File: config.mk
export PLATFORM = sky130hd
export DESIGN_NAME = timer_prescaled
export DESIGN_NICKNAME = d
export VERILOG_FILES = /design/src/rtl/tmr_pkg.sv /design/src/rtl/timer_prescaled.sv
export SDC_FILE = /design/constraint.sdc
export NUM_CORES = 1
export LEC_CHECK = 0
export ABC_AREA = 1
export BUFFER_PORTS_ARGS = -buffer_cell sky130_fd_sc_hd__buf_2
export CAP_MARGIN = 20
export CELL_PAD_IN_SITES_DETAIL_PLACEMENT = 1
export CELL_PAD_IN_SITES_GLOBAL_PLACEMENT = 1
export CORE_MARGIN = 2
export CORE_UTILIZATION = 37
export CTS_CLUSTER_SIZE = 8
export DETAILED_ROUTE_END_ITERATION = 10
export PLACE_DENSITY_LB_ADDON = 0.15
export SYNTH_ARGS = -nofsm -noshare
export SYNTH_HDL_FRONTEND = slang
export SYNTH_SLANG_ARGS = --single-unit
File: constraint.sdc
create_clock -name clk_sys -period 1.75 [get_ports clk_sys]
set_input_delay 0.0875 -clock clk_sys [delete_from_list [all_inputs] [get_ports clk_sys]]
set_output_delay 0.0875 -clock clk_sys [all_outputs]
set_load 0.02 [all_outputs]
File: src/rtl/tmr_pkg.sv
// Purpose: constants and carriers for the 8-bit timer with shared prescaler
// Assumes: apb with 32-bit data, one aligned word per register
// Notes:   register byte address is four times the register index
// Behaviour
// (RQ1) eight-bit timer count, read and write
// (RQ2) source select clear: count instruction cycles
// (RQ3) count write stalls counting two instruction cycles
// (RQ4) source select set: count pin edges, edge chosen
// (RQ5) wrap from ff to 00 sets flag
// (RQ6) flag interrupts only when enabled; software clears
// (RQ7) timer stops during sleep
// (RQ8) unassigned prescaler: pin passes straight through
// (RQ9) prescaler output sampled in phases two, four
// (RQ10) pin high and low two oscillator periods
// (RQ11) assign bit routes prescaler: timer or watchdog
// (RQ12) rate field sets ratio, doubling each step
// (RQ13) prescaler is hidden eight-bit counter
// (RQ14) count write clears prescaler when timer-assigned
// (RQ15) watchdog clear clears prescaler when watchdog-assigned
// (RQ16) software sequence when moving prescaler to watchdog
// (RQ17) clear watchdog first when moving back to timer
// (RQ18) timer advances per synchronised prescaler output pulse
package tmr_pkg;
    // ----------------------------------------
    // register map
    // ----------------------------------------
    localparam int          ADDR_W        = 12;
    localparam logic [7:0]  IDX_COUNT     = 8'h01;
    localparam logic [7:0]  IDX_OPTION    = 8'h81;
    localparam logic [7:0]  IDX_STATUS    = 8'h82;
    localparam logic [7:0]  IDX_MASK      = 8'h83;
    localparam logic [7:0]  IDX_CONTROL   = 8'h84;
    localparam logic [7:0]  OPTION_RST    = 8'hff;
    // ----------------------------------------
    // field positions
    // ----------------------------------------
    localparam int          OPT_SRC_SEL   = 5;
    localparam int          OPT_EDGE_SEL  = 4;
    localparam int          OPT_ASSIGN    = 3;
    localparam int          OPT_RATE_LSB  = 0;
    localparam int          STAT_OVF      = 0;
    localparam int          CTRL_SLEEP    = 0;
    localparam int          CTRL_WDT_CLR  = 1;
    // ----------------------------------------
    // timing
    // ----------------------------------------
    localparam int          CLK_PERIOD_NS = 10;
    localparam int          PHASES        = 4;
    localparam int          INHIBIT_INSTR = 2;
    localparam logic [1:0]  PH_Q2         = 2'd1;
    localparam logic [1:0]  PH_Q4         = 2'd3;

    typedef struct packed {
        logic              psel;
        logic              penable;
        logic              pwrite;
        logic [ADDR_W-1:0] paddr;
        logic [31:0]       pwdata;
    } apb_req_s;

    typedef struct packed {
        logic [31:0] prdata;
        logic        pready;
        logic        pslverr;
    } apb_rsp_s;
endpackage

File: src/rtl/timer_prescaled.sv
// Purpose: 8-bit timer/counter with prescaler shared with the watchdog
// Assumes: ext_count_input is asynchronous; wdt_tick is on clk_sys
// Notes:   apb answers with no wait state, read data from flops
//          byte address is four times the index: count 0x004,
//          option 0x204, status 0x208, mask 0x20c, control 0x210
//          control bit 0 freezes timer and prescaler while set
//          control bit 1 clears the prescaler when the watchdog owns it
//          option bits 7 and 6 are stored but drive nothing
`timescale 1ns/1ps
`default_nettype none
module timer_prescaled
    import tmr_pkg::*;
#(
    parameter int INHIBIT_CYCLES = INHIBIT_INSTR
) (
    input  wire logic     clk_sys,
    input  wire logic     rstn,
    input  wire apb_req_s apb_req,
    output apb_rsp_s      apb_rsp,
    input  wire logic     ext_count_input,
    input  wire logic     wdt_tick,
    output logic          wdt_timeout,
    output logic          irq
);
    // ----------------------------------------
    // elaboration check
    // ----------------------------------------
    if (INHIBIT_CYCLES < 1 || INHIBIT_CYCLES > 3) begin : g_chk
        $error("INHIBIT_CYCLES must be 1 to 3");
    end

    // ----------------------------------------
    // package checks
    // ----------------------------------------
    // phase is a two-bit counter, so an instruction cycle is four clocks
    if (PHASES != 4) begin : g_chk_phases
        $error("PHASES must be 4");
    end
    // both sample phases must differ, or short pin pulses are missed
    if (PH_Q2 == PH_Q4) begin : g_chk_sample
        $error("sample phases must differ");
    end
    if (OPT_SRC_SEL > 7 || OPT_EDGE_SEL > 7 || OPT_ASSIGN > 7) begin : g_chk_opt
        $error("option bit outside the byte");
    end
    if (OPT_RATE_LSB + 3 > 8) begin : g_chk_rate
        $error("rate field outside the byte");
    end
    if (STAT_OVF > 7 || CTRL_SLEEP > 7 || CTRL_WDT_CLR > 7) begin : g_chk_bits
        $error("status or control bit outside the byte");
    end
    // the decoder reads paddr bits 11 to 10 as must-be-zero
    if (ADDR_W < 11) begin : g_chk_addr
        $error("ADDR_W too small for the register map");
    end
    if (INHIBIT_INSTR < 1 || INHIBIT_INSTR > 3) begin : g_chk_inhibit
        $error("INHIBIT_INSTR must be 1 to 3");
    end
    // overlapping indices would let one write land in two registers
    if (IDX_COUNT == IDX_OPTION || IDX_STATUS == IDX_MASK
        || IDX_MASK == IDX_CONTROL || IDX_COUNT == IDX_CONTROL) begin : g_chk_idx
        $error("register indices overlap");
    end

    typedef struct packed {
        logic [1:0] phase;
        logic       pin_s1;
        logic       pin_s2;
        logic       src_prev;
        logic [7:0] pre_cnt;
        logic       samp;
        logic [7:0] timer_count;
        logic [1:0] inhibit;
        logic [7:0] option;
        logic       overflow_flag;
        logic       overflow_irq_enable;
        logic       sleep;
        logic       wdt_out;
        logic       irq;
        apb_rsp_s   rsp;
    } state_s;

    state_s st_r;
    state_s st_nxt;

    logic       setup;
    logic       wr_acc;
    logic [7:0] idx;
    logic       mapped;
    logic [7:0] rd_val;
    logic       src_lvl;
    logic       src_rise;
    logic       pre_out;
    logic [2:0] rate;
    logic       to_wdt;
    logic       wr_count;
    logic       wdt_clr;
    logic       samp_new;
    logic       bump;
    logic [7:0] wmask;
    logic       hit_count;
    logic       hit_option;
    logic       hit_status;
    logic       hit_mask;
    logic       hit_control;
    logic       hit_any;
    logic       we_count;
    logic       we_option;
    logic       we_status;
    logic       we_mask;
    logic       we_control;
    logic       pin_lvl;
    logic       instr_lvl;
    logic       q2_now;
    logic       q4_now;

    assign apb_rsp     = st_r.rsp;
    assign irq         = st_r.irq;
    assign wdt_timeout = st_r.wdt_out;

    // ----------------------------------------
    // register decode
    // ----------------------------------------
    // upper address bits must be zero so aliases cannot reach a register
    assign setup       = apb_req.psel & ~apb_req.penable;
    assign wr_acc      = apb_req.psel & apb_req.penable & st_r.rsp.pready & apb_req.pwrite;
    assign idx         = apb_req.paddr[9:2];
    assign mapped      = (apb_req.paddr[ADDR_W-1:10] == '0)
                         && (apb_req.paddr[1:0] == 2'b00);
    assign hit_count   = mapped && (idx == IDX_COUNT);
    assign hit_option  = mapped && (idx == IDX_OPTION);
    assign hit_status  = mapped && (idx == IDX_STATUS);
    assign hit_mask    = mapped && (idx == IDX_MASK);
    assign hit_control = mapped && (idx == IDX_CONTROL);
    assign hit_any     = hit_count | hit_option | hit_status | hit_mask | hit_control;

    // ----------------------------------------
    // write strobes
    // ----------------------------------------
    // a write lands only at the edge that completes the access phase
    assign we_count    = wr_acc & hit_count;
    assign we_option   = wr_acc & hit_option;
    assign we_status   = wr_acc & hit_status;
    assign we_mask     = wr_acc & hit_mask;
    assign we_control  = wr_acc & hit_control;
    assign wr_count    = we_count;
    assign wdt_clr     = we_control & apb_req.pwdata[CTRL_WDT_CLR];

    // ----------------------------------------
    // count sources and phases
    // ----------------------------------------
    // edge select folds into the level so one rising detector serves both
    assign pin_lvl     = st_r.pin_s2 ^ st_r.option[OPT_EDGE_SEL];
    assign instr_lvl   = st_r.phase[1];
    assign rate        = st_r.option[OPT_RATE_LSB +: 3];
    assign to_wdt      = st_r.option[OPT_ASSIGN];
    assign q2_now      = (st_r.phase == PH_Q2);
    assign q4_now      = (st_r.phase == PH_Q4);

    always_comb begin
        st_nxt   = st_r;
        bump     = 1'b0;
        wmask    = 8'h00;
        rd_val   = 8'h00;

        // ----------------------------------------
        // phase clock and pin synchroniser
        // ----------------------------------------
        st_nxt.phase  = st_r.phase + 2'd1;
        st_nxt.pin_s1 = ext_count_input;
        st_nxt.pin_s2 = st_r.pin_s1;

        // (RQ4) pin edge choice
        // (RQ2) instruction clock as source
        src_lvl = st_r.option[OPT_SRC_SEL] ? pin_lvl : instr_lvl;
        src_rise        = src_lvl & ~st_r.src_prev;
        st_nxt.src_prev = src_lvl;

        // ----------------------------------------
        // shared prescaler
        // ----------------------------------------
        // (RQ8) undivided when watchdog owns it
        // (RQ12) timer ratio two to the rate plus one
        pre_out = to_wdt ? src_lvl : st_r.pre_cnt[rate];

        // (RQ13) hidden prescale counter
        // (RQ11) routed by assign bit
        st_nxt.wdt_out = 1'b0;
        if (!st_r.sleep) begin
            if (!to_wdt && src_rise) begin
                st_nxt.pre_cnt = st_r.pre_cnt + 8'd1;
            end else if (to_wdt && wdt_tick) begin
                // (RQ12) watchdog ratio two to the rate
                wmask = 8'((9'd1 << rate) - 9'd1);
                if ((st_r.pre_cnt & wmask) == wmask) begin
                    st_nxt.wdt_out = 1'b1;
                end
                st_nxt.pre_cnt = st_r.pre_cnt + 8'd1;
            end
        end
        // (RQ14) count write clears prescaler
        if (wr_count && !to_wdt) begin
            st_nxt.pre_cnt = 8'h00;
        end
        // (RQ15) watchdog clear clears prescaler
        if (wdt_clr && to_wdt) begin
            st_nxt.pre_cnt = 8'h00;
        end

        // ----------------------------------------
        // phase sampling
        // ----------------------------------------
        // (RQ9) sample in q2 and q4
        samp_new = st_r.samp;
        if (q2_now || q4_now) begin
            samp_new = pre_out;
        end
        st_nxt.samp = samp_new;

        // (RQ3) hold-off counts down at q4
        if (st_r.inhibit != 2'd0 && q4_now) begin
            st_nxt.inhibit = st_r.inhibit - 2'd1;
        end

        // ----------------------------------------
        // timer count
        // ----------------------------------------
        // (RQ18) advance per synchronised pulse
        // (RQ7) frozen during sleep
        if (samp_new && !st_r.samp && !st_r.sleep && st_r.inhibit == 2'd0) begin
            bump = 1'b1;
        end
        if (bump) begin
            st_nxt.timer_count = st_r.timer_count + 8'd1;
            // (RQ5) wrap sets flag
            if (st_r.timer_count == 8'hff) begin
                st_nxt.overflow_flag = 1'b1;
            end
        end

        // ----------------------------------------
        // apb register writes
        // ----------------------------------------
        if (we_count) begin
            // (RQ1) software load of count
            st_nxt.timer_count = apb_req.pwdata[7:0];
            // (RQ3) start two-cycle hold-off
            st_nxt.inhibit     = 2'(INHIBIT_CYCLES);
        end else if (we_option) begin
            // (RQ16) assignment may change any time
            st_nxt.option = apb_req.pwdata[7:0];
        end else if (we_status) begin
            // (RQ6) write one clears, overflow set wins
            if (apb_req.pwdata[STAT_OVF] && !(bump && st_r.timer_count == 8'hff)) begin
                st_nxt.overflow_flag = 1'b0;
            end
        end else if (we_mask) begin
            st_nxt.overflow_irq_enable = apb_req.pwdata[STAT_OVF];
        end else if (we_control) begin
            st_nxt.sleep = apb_req.pwdata[CTRL_SLEEP];
        end

        // ----------------------------------------
        // interrupt
        // ----------------------------------------
        // (RQ6) gated level interrupt
        st_nxt.irq = st_nxt.overflow_flag & st_nxt.overflow_irq_enable;

        // ----------------------------------------
        // apb read path and handshake
        // ----------------------------------------
        if (hit_count) begin
            rd_val = st_r.timer_count;
        end else if (hit_option) begin
            rd_val = st_r.option;
        end else if (hit_status) begin
            rd_val = {7'd0, st_r.overflow_flag};
        end else if (hit_mask) begin
            rd_val = {7'd0, st_r.overflow_irq_enable};
        end else if (hit_control) begin
            rd_val = {7'd0, st_r.sleep};
        end
        // answer registered during setup: no wait state, read data straight from a flop
        st_nxt.rsp.pready = setup;
        if (setup) begin
            st_nxt.rsp.prdata  = {24'd0, rd_val};
            st_nxt.rsp.pslverr = !hit_any;
        end else begin
            st_nxt.rsp.prdata  = 32'h0000_0000;
            st_nxt.rsp.pslverr = 1'b0;
        end
    end

    always_ff @(posedge clk_sys or negedge rstn) begin
        if (!rstn) begin
            st_r                     <= '0;
            st_r.option              <= OPTION_RST;
        end else begin
            st_r <= st_nxt;
        end
    end
endmodule // timer_prescaled
`default_nettype wire

==> results of run 1 <==
cells in the final DEF (no fill, tap or decap), types with 3 or more instances in the layout:
cell type / n
nand2_1: 81
inv_1: 44
dfrtp_1: 39
buf_2: 38
nand3_1: 33
conb_1: 24
nor2_1: 16
a21oi_1: 16
nand2_2: 14
o21ai_1: 12
o21ai_0: 11
buf_4: 10
dfstp_2: 8
nor3_1: 7
inv_2: 5
nand3_2: 5
ha_1: 5
clkbuf_8: 5
nand4_1: 4
o211ai_1: 4
xor2_1: 4
nor2_2: 3
nand2_4: 3
nor3_2: 3
o21ai_2: 3
dlygate4sd3_1: 3
registers in the layout, summed over array words and instances, names as in the netlist:
| register | count |
|---|---|
| st_r | 30 |
| apb_rsp | 10 |
| rate | 3 |
| instr_lvl | 1 |
| irq | 1 |
| st_nxt | 1 |
| wdt_timeout | 1 |
logic make-up after synthesis:
kind of cell / Yosys count
adders and majority gates: 5
other: 1
xor gates and xnor gates: 5
DFF: 47
AOI/OAI and AO/OA: 51
and+or+nand+nor: 180
buffers and inverters: 90
layer usage:
layer | vias to the layer above | GRT usage
li1 | 1251 | -
met1 | 1239 | 0.258
met4 | 0 | 0.0441
met3 | 7 | 0.0314
met2 | 30 | 0.317
met5 | - | 0
through the flow:
step	util	instance area, um2	TNS, ns
after floorplan	-	3030	0
after global placement	0.409	3160	0
after detailed placement	0.409	3160	0
after CTS	0.424	3280	0
after global routing	0.439	3400	-0.218
final	0.439	3400	0
report_power, final:
group | total [W] | switching [W] | internal, W | leakage [nW]
combinational | 0.000474 | 0.000292 | 0.000182 | 1.07
clock | 0.000683 | 0.000404 | 0.000279 | 0.0402
sequential | 0.00124 | 0.0000782 | 0.00116 | 0.565
worst max path at each step:
stage / from / to / slack (ns)
4_1_cts: rate[0] / st_r[54] / 0.007
3_5_place_dp: rate[0] / st_r[54] / 0.03
3_3_place_gp: rate[0] / st_r[54] / 0.05
5_1_grt: rate[0] / st_r[52] / -0.04
2_1_floorplan: rate[0] / st_r[55] / 0.27
6_report: st_r[43] / st_r[52] / 0.05
Yosys cell counts (2+ instances only):
master and n:
buf_6 3, ha_1 5, nand2_4 3, nand3_2 2
buf_4 35, nand2_2 5, dfstp_2 8, o21ai_0 11
nor2_2 2, nand3_1 36, xor2_1 4, nor2_1 17
dfrtp_1 39, nor3_1 8, a31oi_1 2, inv_2 5
o21ai_1 12, a21oi_1 16, nor3_4 2, nand3b_1 2
nor3_2 2, o22ai_1 2, o21ai_2 3, nand4_1 4
nand2_1 92, o211ai_1 4, inv_1 45
critical path, cell delays in order, from the launching register on:
cell,delay (ns)
dfstp_2,0.56
inv_1,0.04
nand2_1,0.05
nand3_1,0.12
o211ai_1,0.15
nand2_1,0.09
inv_1,0.07
nand2_2,0.06
nand2_4,0.10
nand2_8,0.08
buf_6,0.15
nand3_1,0.07
nand2_2,0.05
repair_timing:
item                                    4_1_cts  5_1_grt
hold buffers                                  3        0
resized for setup                             0       25
endpoints found under the setup margin        0       14
buffers inserted                              0        4
hold endpoints to repair                     41        0
layout make-up:
cell class	count	area share
flip-flops and latches	47	0.349
clock inverters	3	0.00590
repair buffers	56	0.107
well taps	102	0.0376
inverters	51	0.0571
multi-input cells	265	0.423
clock buffers	5	0.0203
==> results_dict.tcl, run 1 <==
set metrics [dict create \
    nets 482 \
    insertedDiodeCount 0 \
    clk_pin_slew_ns 0.09 \
    antenna_found_initial 0 \
    dieArea_mm2 0.00869 \
    synth_top_cells_by_area "dfrtp_1 (33%), nand2_1 (12%), buf_4 (8.9%)" \
    rows 32 \
    seq_area_frac_synth 0.403 \
    reg2reg_depth 12 \
    synthesis.area_mm2 0.00295 \
    synthXorXnorAreaFrac 0.0149 \
    route.detailed.drc 0 \
    synth_compound_area_frac 0.0964 \
    cts_root_buf "clkbuf_8" \
    vias 2527 \
    grt_max_degree 48 \
    synthMuxAreaShare 0 \
    skew_ns 0.0103 \
    critPathArrivalTime_ns 1.90 \
    hold_depth 3 \
    grt_pass1_wl_mm 13.1 \
    initial_utilization 0.381 \
    routed-wl-met3_um 170 \
    place_worst_setup_slack_ns 0.0264 \
    finalHoldViolations 0 \
    synth_area_leader_cell "dfrtp_1" \
    crit_fanout 6 \
    clockBufferDepth 2 \
    ff_latch_area_mm2 0.00119 \
    htree_levels 2 \
    grt_pass1_vias 2674 \
    met1_length_mm 3.62 \
    fmax_mhz 590 \
    syn_to_final_growth_pct 15.2 \
    end_kind "flop" \
    total_power_w 0.00240 \
    hold_path_end "st_r[45]" \
    ios 87 \
    ff2ff_setup_slack_ns 0.05 \
    final_cells 529 \
    multiInputGateArea_mm2 0.00144 \
    maxUsedRoutingLayer "met4" \
    die_y_um 93.2 \
    wl_met2_mm 3.79 \
    setup_violations 0 \
    place_congestion 0.829 \
    hold-worst-slack_ns 0.00429 \
    hold_path_class "in2reg" \
    min_period_ns 1.70 \
    hpwlAfterDp_mm 5.71 \
    antenna_left 0 \
    final.period_utilization 0.969 \
    finalWorstSetupSlack_ns 0.0540 \
    yosysTopAreaCellShare 0.331 \
    port-buffer-count 38 \
    power.density_mw_per_mm2 706 \
    status "finished clean" \
    wl_per_cell_um 14.4 \
    viasPerCell 4.78 \
    die_w_um 93.2 \
    synth_top_family_by_area "simple AND/OR/NAND/NOR gates" \
    dp_cells 514 \
    yosys_warnings 0 \
    max_cap_violations 0 \
    synth-simple-area-share 0.296 \
    r2r_end "st_r[52]" \
    drt_iter0_markers 92 \
    ys.flop_type "dfrtp_1" \
    firstDrtPassIters 4 \
    cts.sinks 47 \
    r2r-start "st_r[43]" \
    final_max_slew_viol_count 0 \
    required_ns 1.95 \
    cts-buffers-inserted 5 \
    grt_usage 0.190 \
    rsz0062_at_grt "true" \
    routed_wl_mm 7.64 \
    synth_cell_types 37 \
    critical_path_class "reg2reg" \
    worst_setup_path_start_kind "flop" \
    n_fill_cell 983 \
    syn_inst 379 \
    fp.coreArea_mm2 0.00773 \
    synth-edff-count 0 \
    ys_ff_latch 47 \
    gr-total-overflow 0 \
    clk_latency_ns 0.31 \
    synth_fa_ha_area_frac 0.0212 \
    async_reset_ff_frac 1.00 \
    min_from "apb_req[6]" \
    syn_avg_cell_area_um2 7.77 \
    drive_gt1_frac 0.267 \
    peakVddDrop_v 0.000322 \
    p_leak_nw 1.67 \
    cts_tree "done" \
]
No activity file was read; power rests on OpenSTA's default activity.
==> inputs of run 2 (changes only) <==
--- a/config.mk
+++ b/config.mk
@@ -7,9 +7,9 @@
 export LEC_CHECK = 0
 export ABC_AREA = 1
 export BUFFER_PORTS_ARGS = -buffer_cell sky130_fd_sc_hd__buf_2
-export CAP_MARGIN = 20
 export CELL_PAD_IN_SITES_DETAIL_PLACEMENT = 1
 export CELL_PAD_IN_SITES_GLOBAL_PLACEMENT = 1
+export CORE_ASPECT_RATIO = 2
 export CORE_MARGIN = 2
 export CORE_UTILIZATION = 37
 export CTS_CLUSTER_SIZE = 8
==> results_dict.tcl, run 2 (synthesis results as in run 1) <==
set metrics [dict create \
    syn_to_final_growth_pct 15.7 \
    insertedDiodeCount 0 \
    finalInstanceArea_mm2 0.00341 \
    clockBufferDepth 2 \
    rsz0062_at_grt "true" \
    tightest_slew_ns 0.616 \
    vias 2487 \
    power.density_mw_per_mm2 843 \
    dieArea_mm2 0.00874 \
    postPlaceCellArea_mm2 0.00309 \
    ios 87 \
    clk_pin_slew_ns 0.07 \
    grt_pass1_vias 2593 \
    n_fill_cell 1004 \
    grt_pass1_wl_mm 12.3 \
    p_leak_nw 1.67 \
    crit_path_cell_trace "inv_4 -> nand2_2 -> nand2_2 -> nand2_2 -> nand3_2 -> nand2_2 -> nand2_2 -> nand2_2 -> nand2_4 -> nand2_4 -> buf_12 -> nand3_2 -> nand2_1" \
    top_register "st_r" \
    clk_latency_ns 0.30 \
    max_cap_violations 0 \
    crit_fanout 8 \
    final_common_cell "nand2_1" \
    hold_depth 3 \
    maxSlewHeadroom 0.589 \
    final_cells 516 \
    status "finished clean" \
    grt_usage 0.186 \
    antenna_left 0 \
    slowest_stage "dfstp_2" \
    place_congestion 0.847 \
    cts.sinks 47 \
    tns_ns 0 \
    fp.coreArea_mm2 0.00783 \
    drt_iter0_markers 114 \
    largest_reg_flops 30 \
    layout_common_cells "nand2_1 (78), inv_1 (44), dfrtp_1 (39), buf_2 (38), nand3_1 (31)" \
    route.detailed.drc 0 \
    skew_ns 0.00708 \
    die_w_um 67.1 \
    met3_usage 0.0267 \
    final.period_utilization 0.967 \
    critPathTopFamily "simple AND/OR/NAND/NOR gates" \
    grt_use_met1 0.219 \
    cts_root_buf "clkbuf_16" \
    cp_num_cells 13 \
    initial_utilization 0.376 \
    critical_path_class "reg2reg" \
    required_ns 1.99 \
    wl_per_cell_um 14.7 \
    firstDrtPassIters 4 \
    top_usage_layer "met2" \
    end_kind "flop" \
    final_max_slew_viol_count 0 \
    hpwlAfterDp_mm 5.73 \
    drive_gt1_frac 0.262 \
    nets 475 \
    utilization 0.435 \
    port-buffer-count 38 \
    critPathArrivalTime_ns 1.93 \
    rows 46 \
    cts_tree "done" \
    gr-total-overflow 0 \
    viasPerCell 4.82 \
    crit_path_max_incr_delay_ns 0.64 \
    grt_max_degree 48 \
    setup_violations 0 \
    cp_num_buf_inv 2 \
    peakVddDrop_v 0.000602 \
    finalHoldViolations 0 \
    antenna_found_initial 0 \
    cts-buffers-inserted 5 \
    dp_cells 502 \
    min_period_ns 1.69 \
    routed_wl_mm 7.59 \
    worst_setup_path_start_kind "flop" \
    die_y_um 130 \
    use_met2 0.324 \
    fmax_mhz 591 \
    reg2reg_depth 13 \
    hold_path_class "in2reg" \
    htree_levels 2 \
    crit_path_frequent_cell "nand2_2" \
]
[run 2: cell types whose count changed in the layout (fill, tap and decap cells not counted), sizes merged]
cell / delta
bufinv: +1
clkinv: -1
inv: +1
dlygate4sd3: -1
clkinvlp: -2
buf: -5
[run 2: timing repair]
item / in CTS / in global routing
endpoints found under the hold margin: 40 / 0
resized for setup: 0 / 23
pin swaps: 0 / 12
setup buffers: 2 / 2
hold buffers: 2 / 0
setup endpoints to repair: 8 / 12
[run 2: report_power, final]
group / internal, W / switching, W
clock: 0.000719 / 0.000446
combinational: 0.000172 / 0.000293
sequential: 0.00116 / 0.0000818
[run 2: worst paths after layout]
path / slack [ns] / to / startpoint
min: 0.01 / st_r[45] / apb_req[6]
max reg2reg: 0.06 / st_r[53] / rate[0]
max in group asynchronous: 0.92 / st_r[55] / rstn
min reg2reg: 0.37 / st_r[67] / st_nxt[67]
max: 0.06 / st_r[53] / rate[0]
min in group asynchronous: 0.42 / st_r[58] / rstn
[run 2: routing by layer]
layer | vias up | share of wire
li1 | 1238 | -
met1 | 1186 | 0.42
met2 | 48 | 0.51
met3 | 15 | 0.031
met4 | 0 | 0.031
met5 | - | 0
[run 2: worst min-delay path: cells and delay by family]
family / cells / cell delay, ns
buf+inv: 2 / 0.16
compound gates: 1 / 0.07
[run 2: cell type report]
class,instances,area [um2],area share
multi-input cells,265,1430,0.419
repair buffers,49,303,0.0888
inverters,51,194,0.0569
well taps,96,120,0.0352
flip-flops and latches,47,1190,0.348
clock buffers,6,139,0.0407
clock inverters,2,38.8,0.0114
[run 2: per-stage QoR]
step | total power, W | hold WS, ns | setup WS [ns]
2_1_floorplan | 0.00161 | -0.208 | 0.265
6_report | 0.00287 | 0.0149 | 0.0581
3_5_place_dp | 0.00172 | 0.198 | -0.0551
3_3_place_gp | 0.00169 | 0.198 | 0.0220
4_1_cts | 0.00292 | 0.00418 | 0.0147
5_1_grt | 0.00302 | 0.0244 | -0.0504
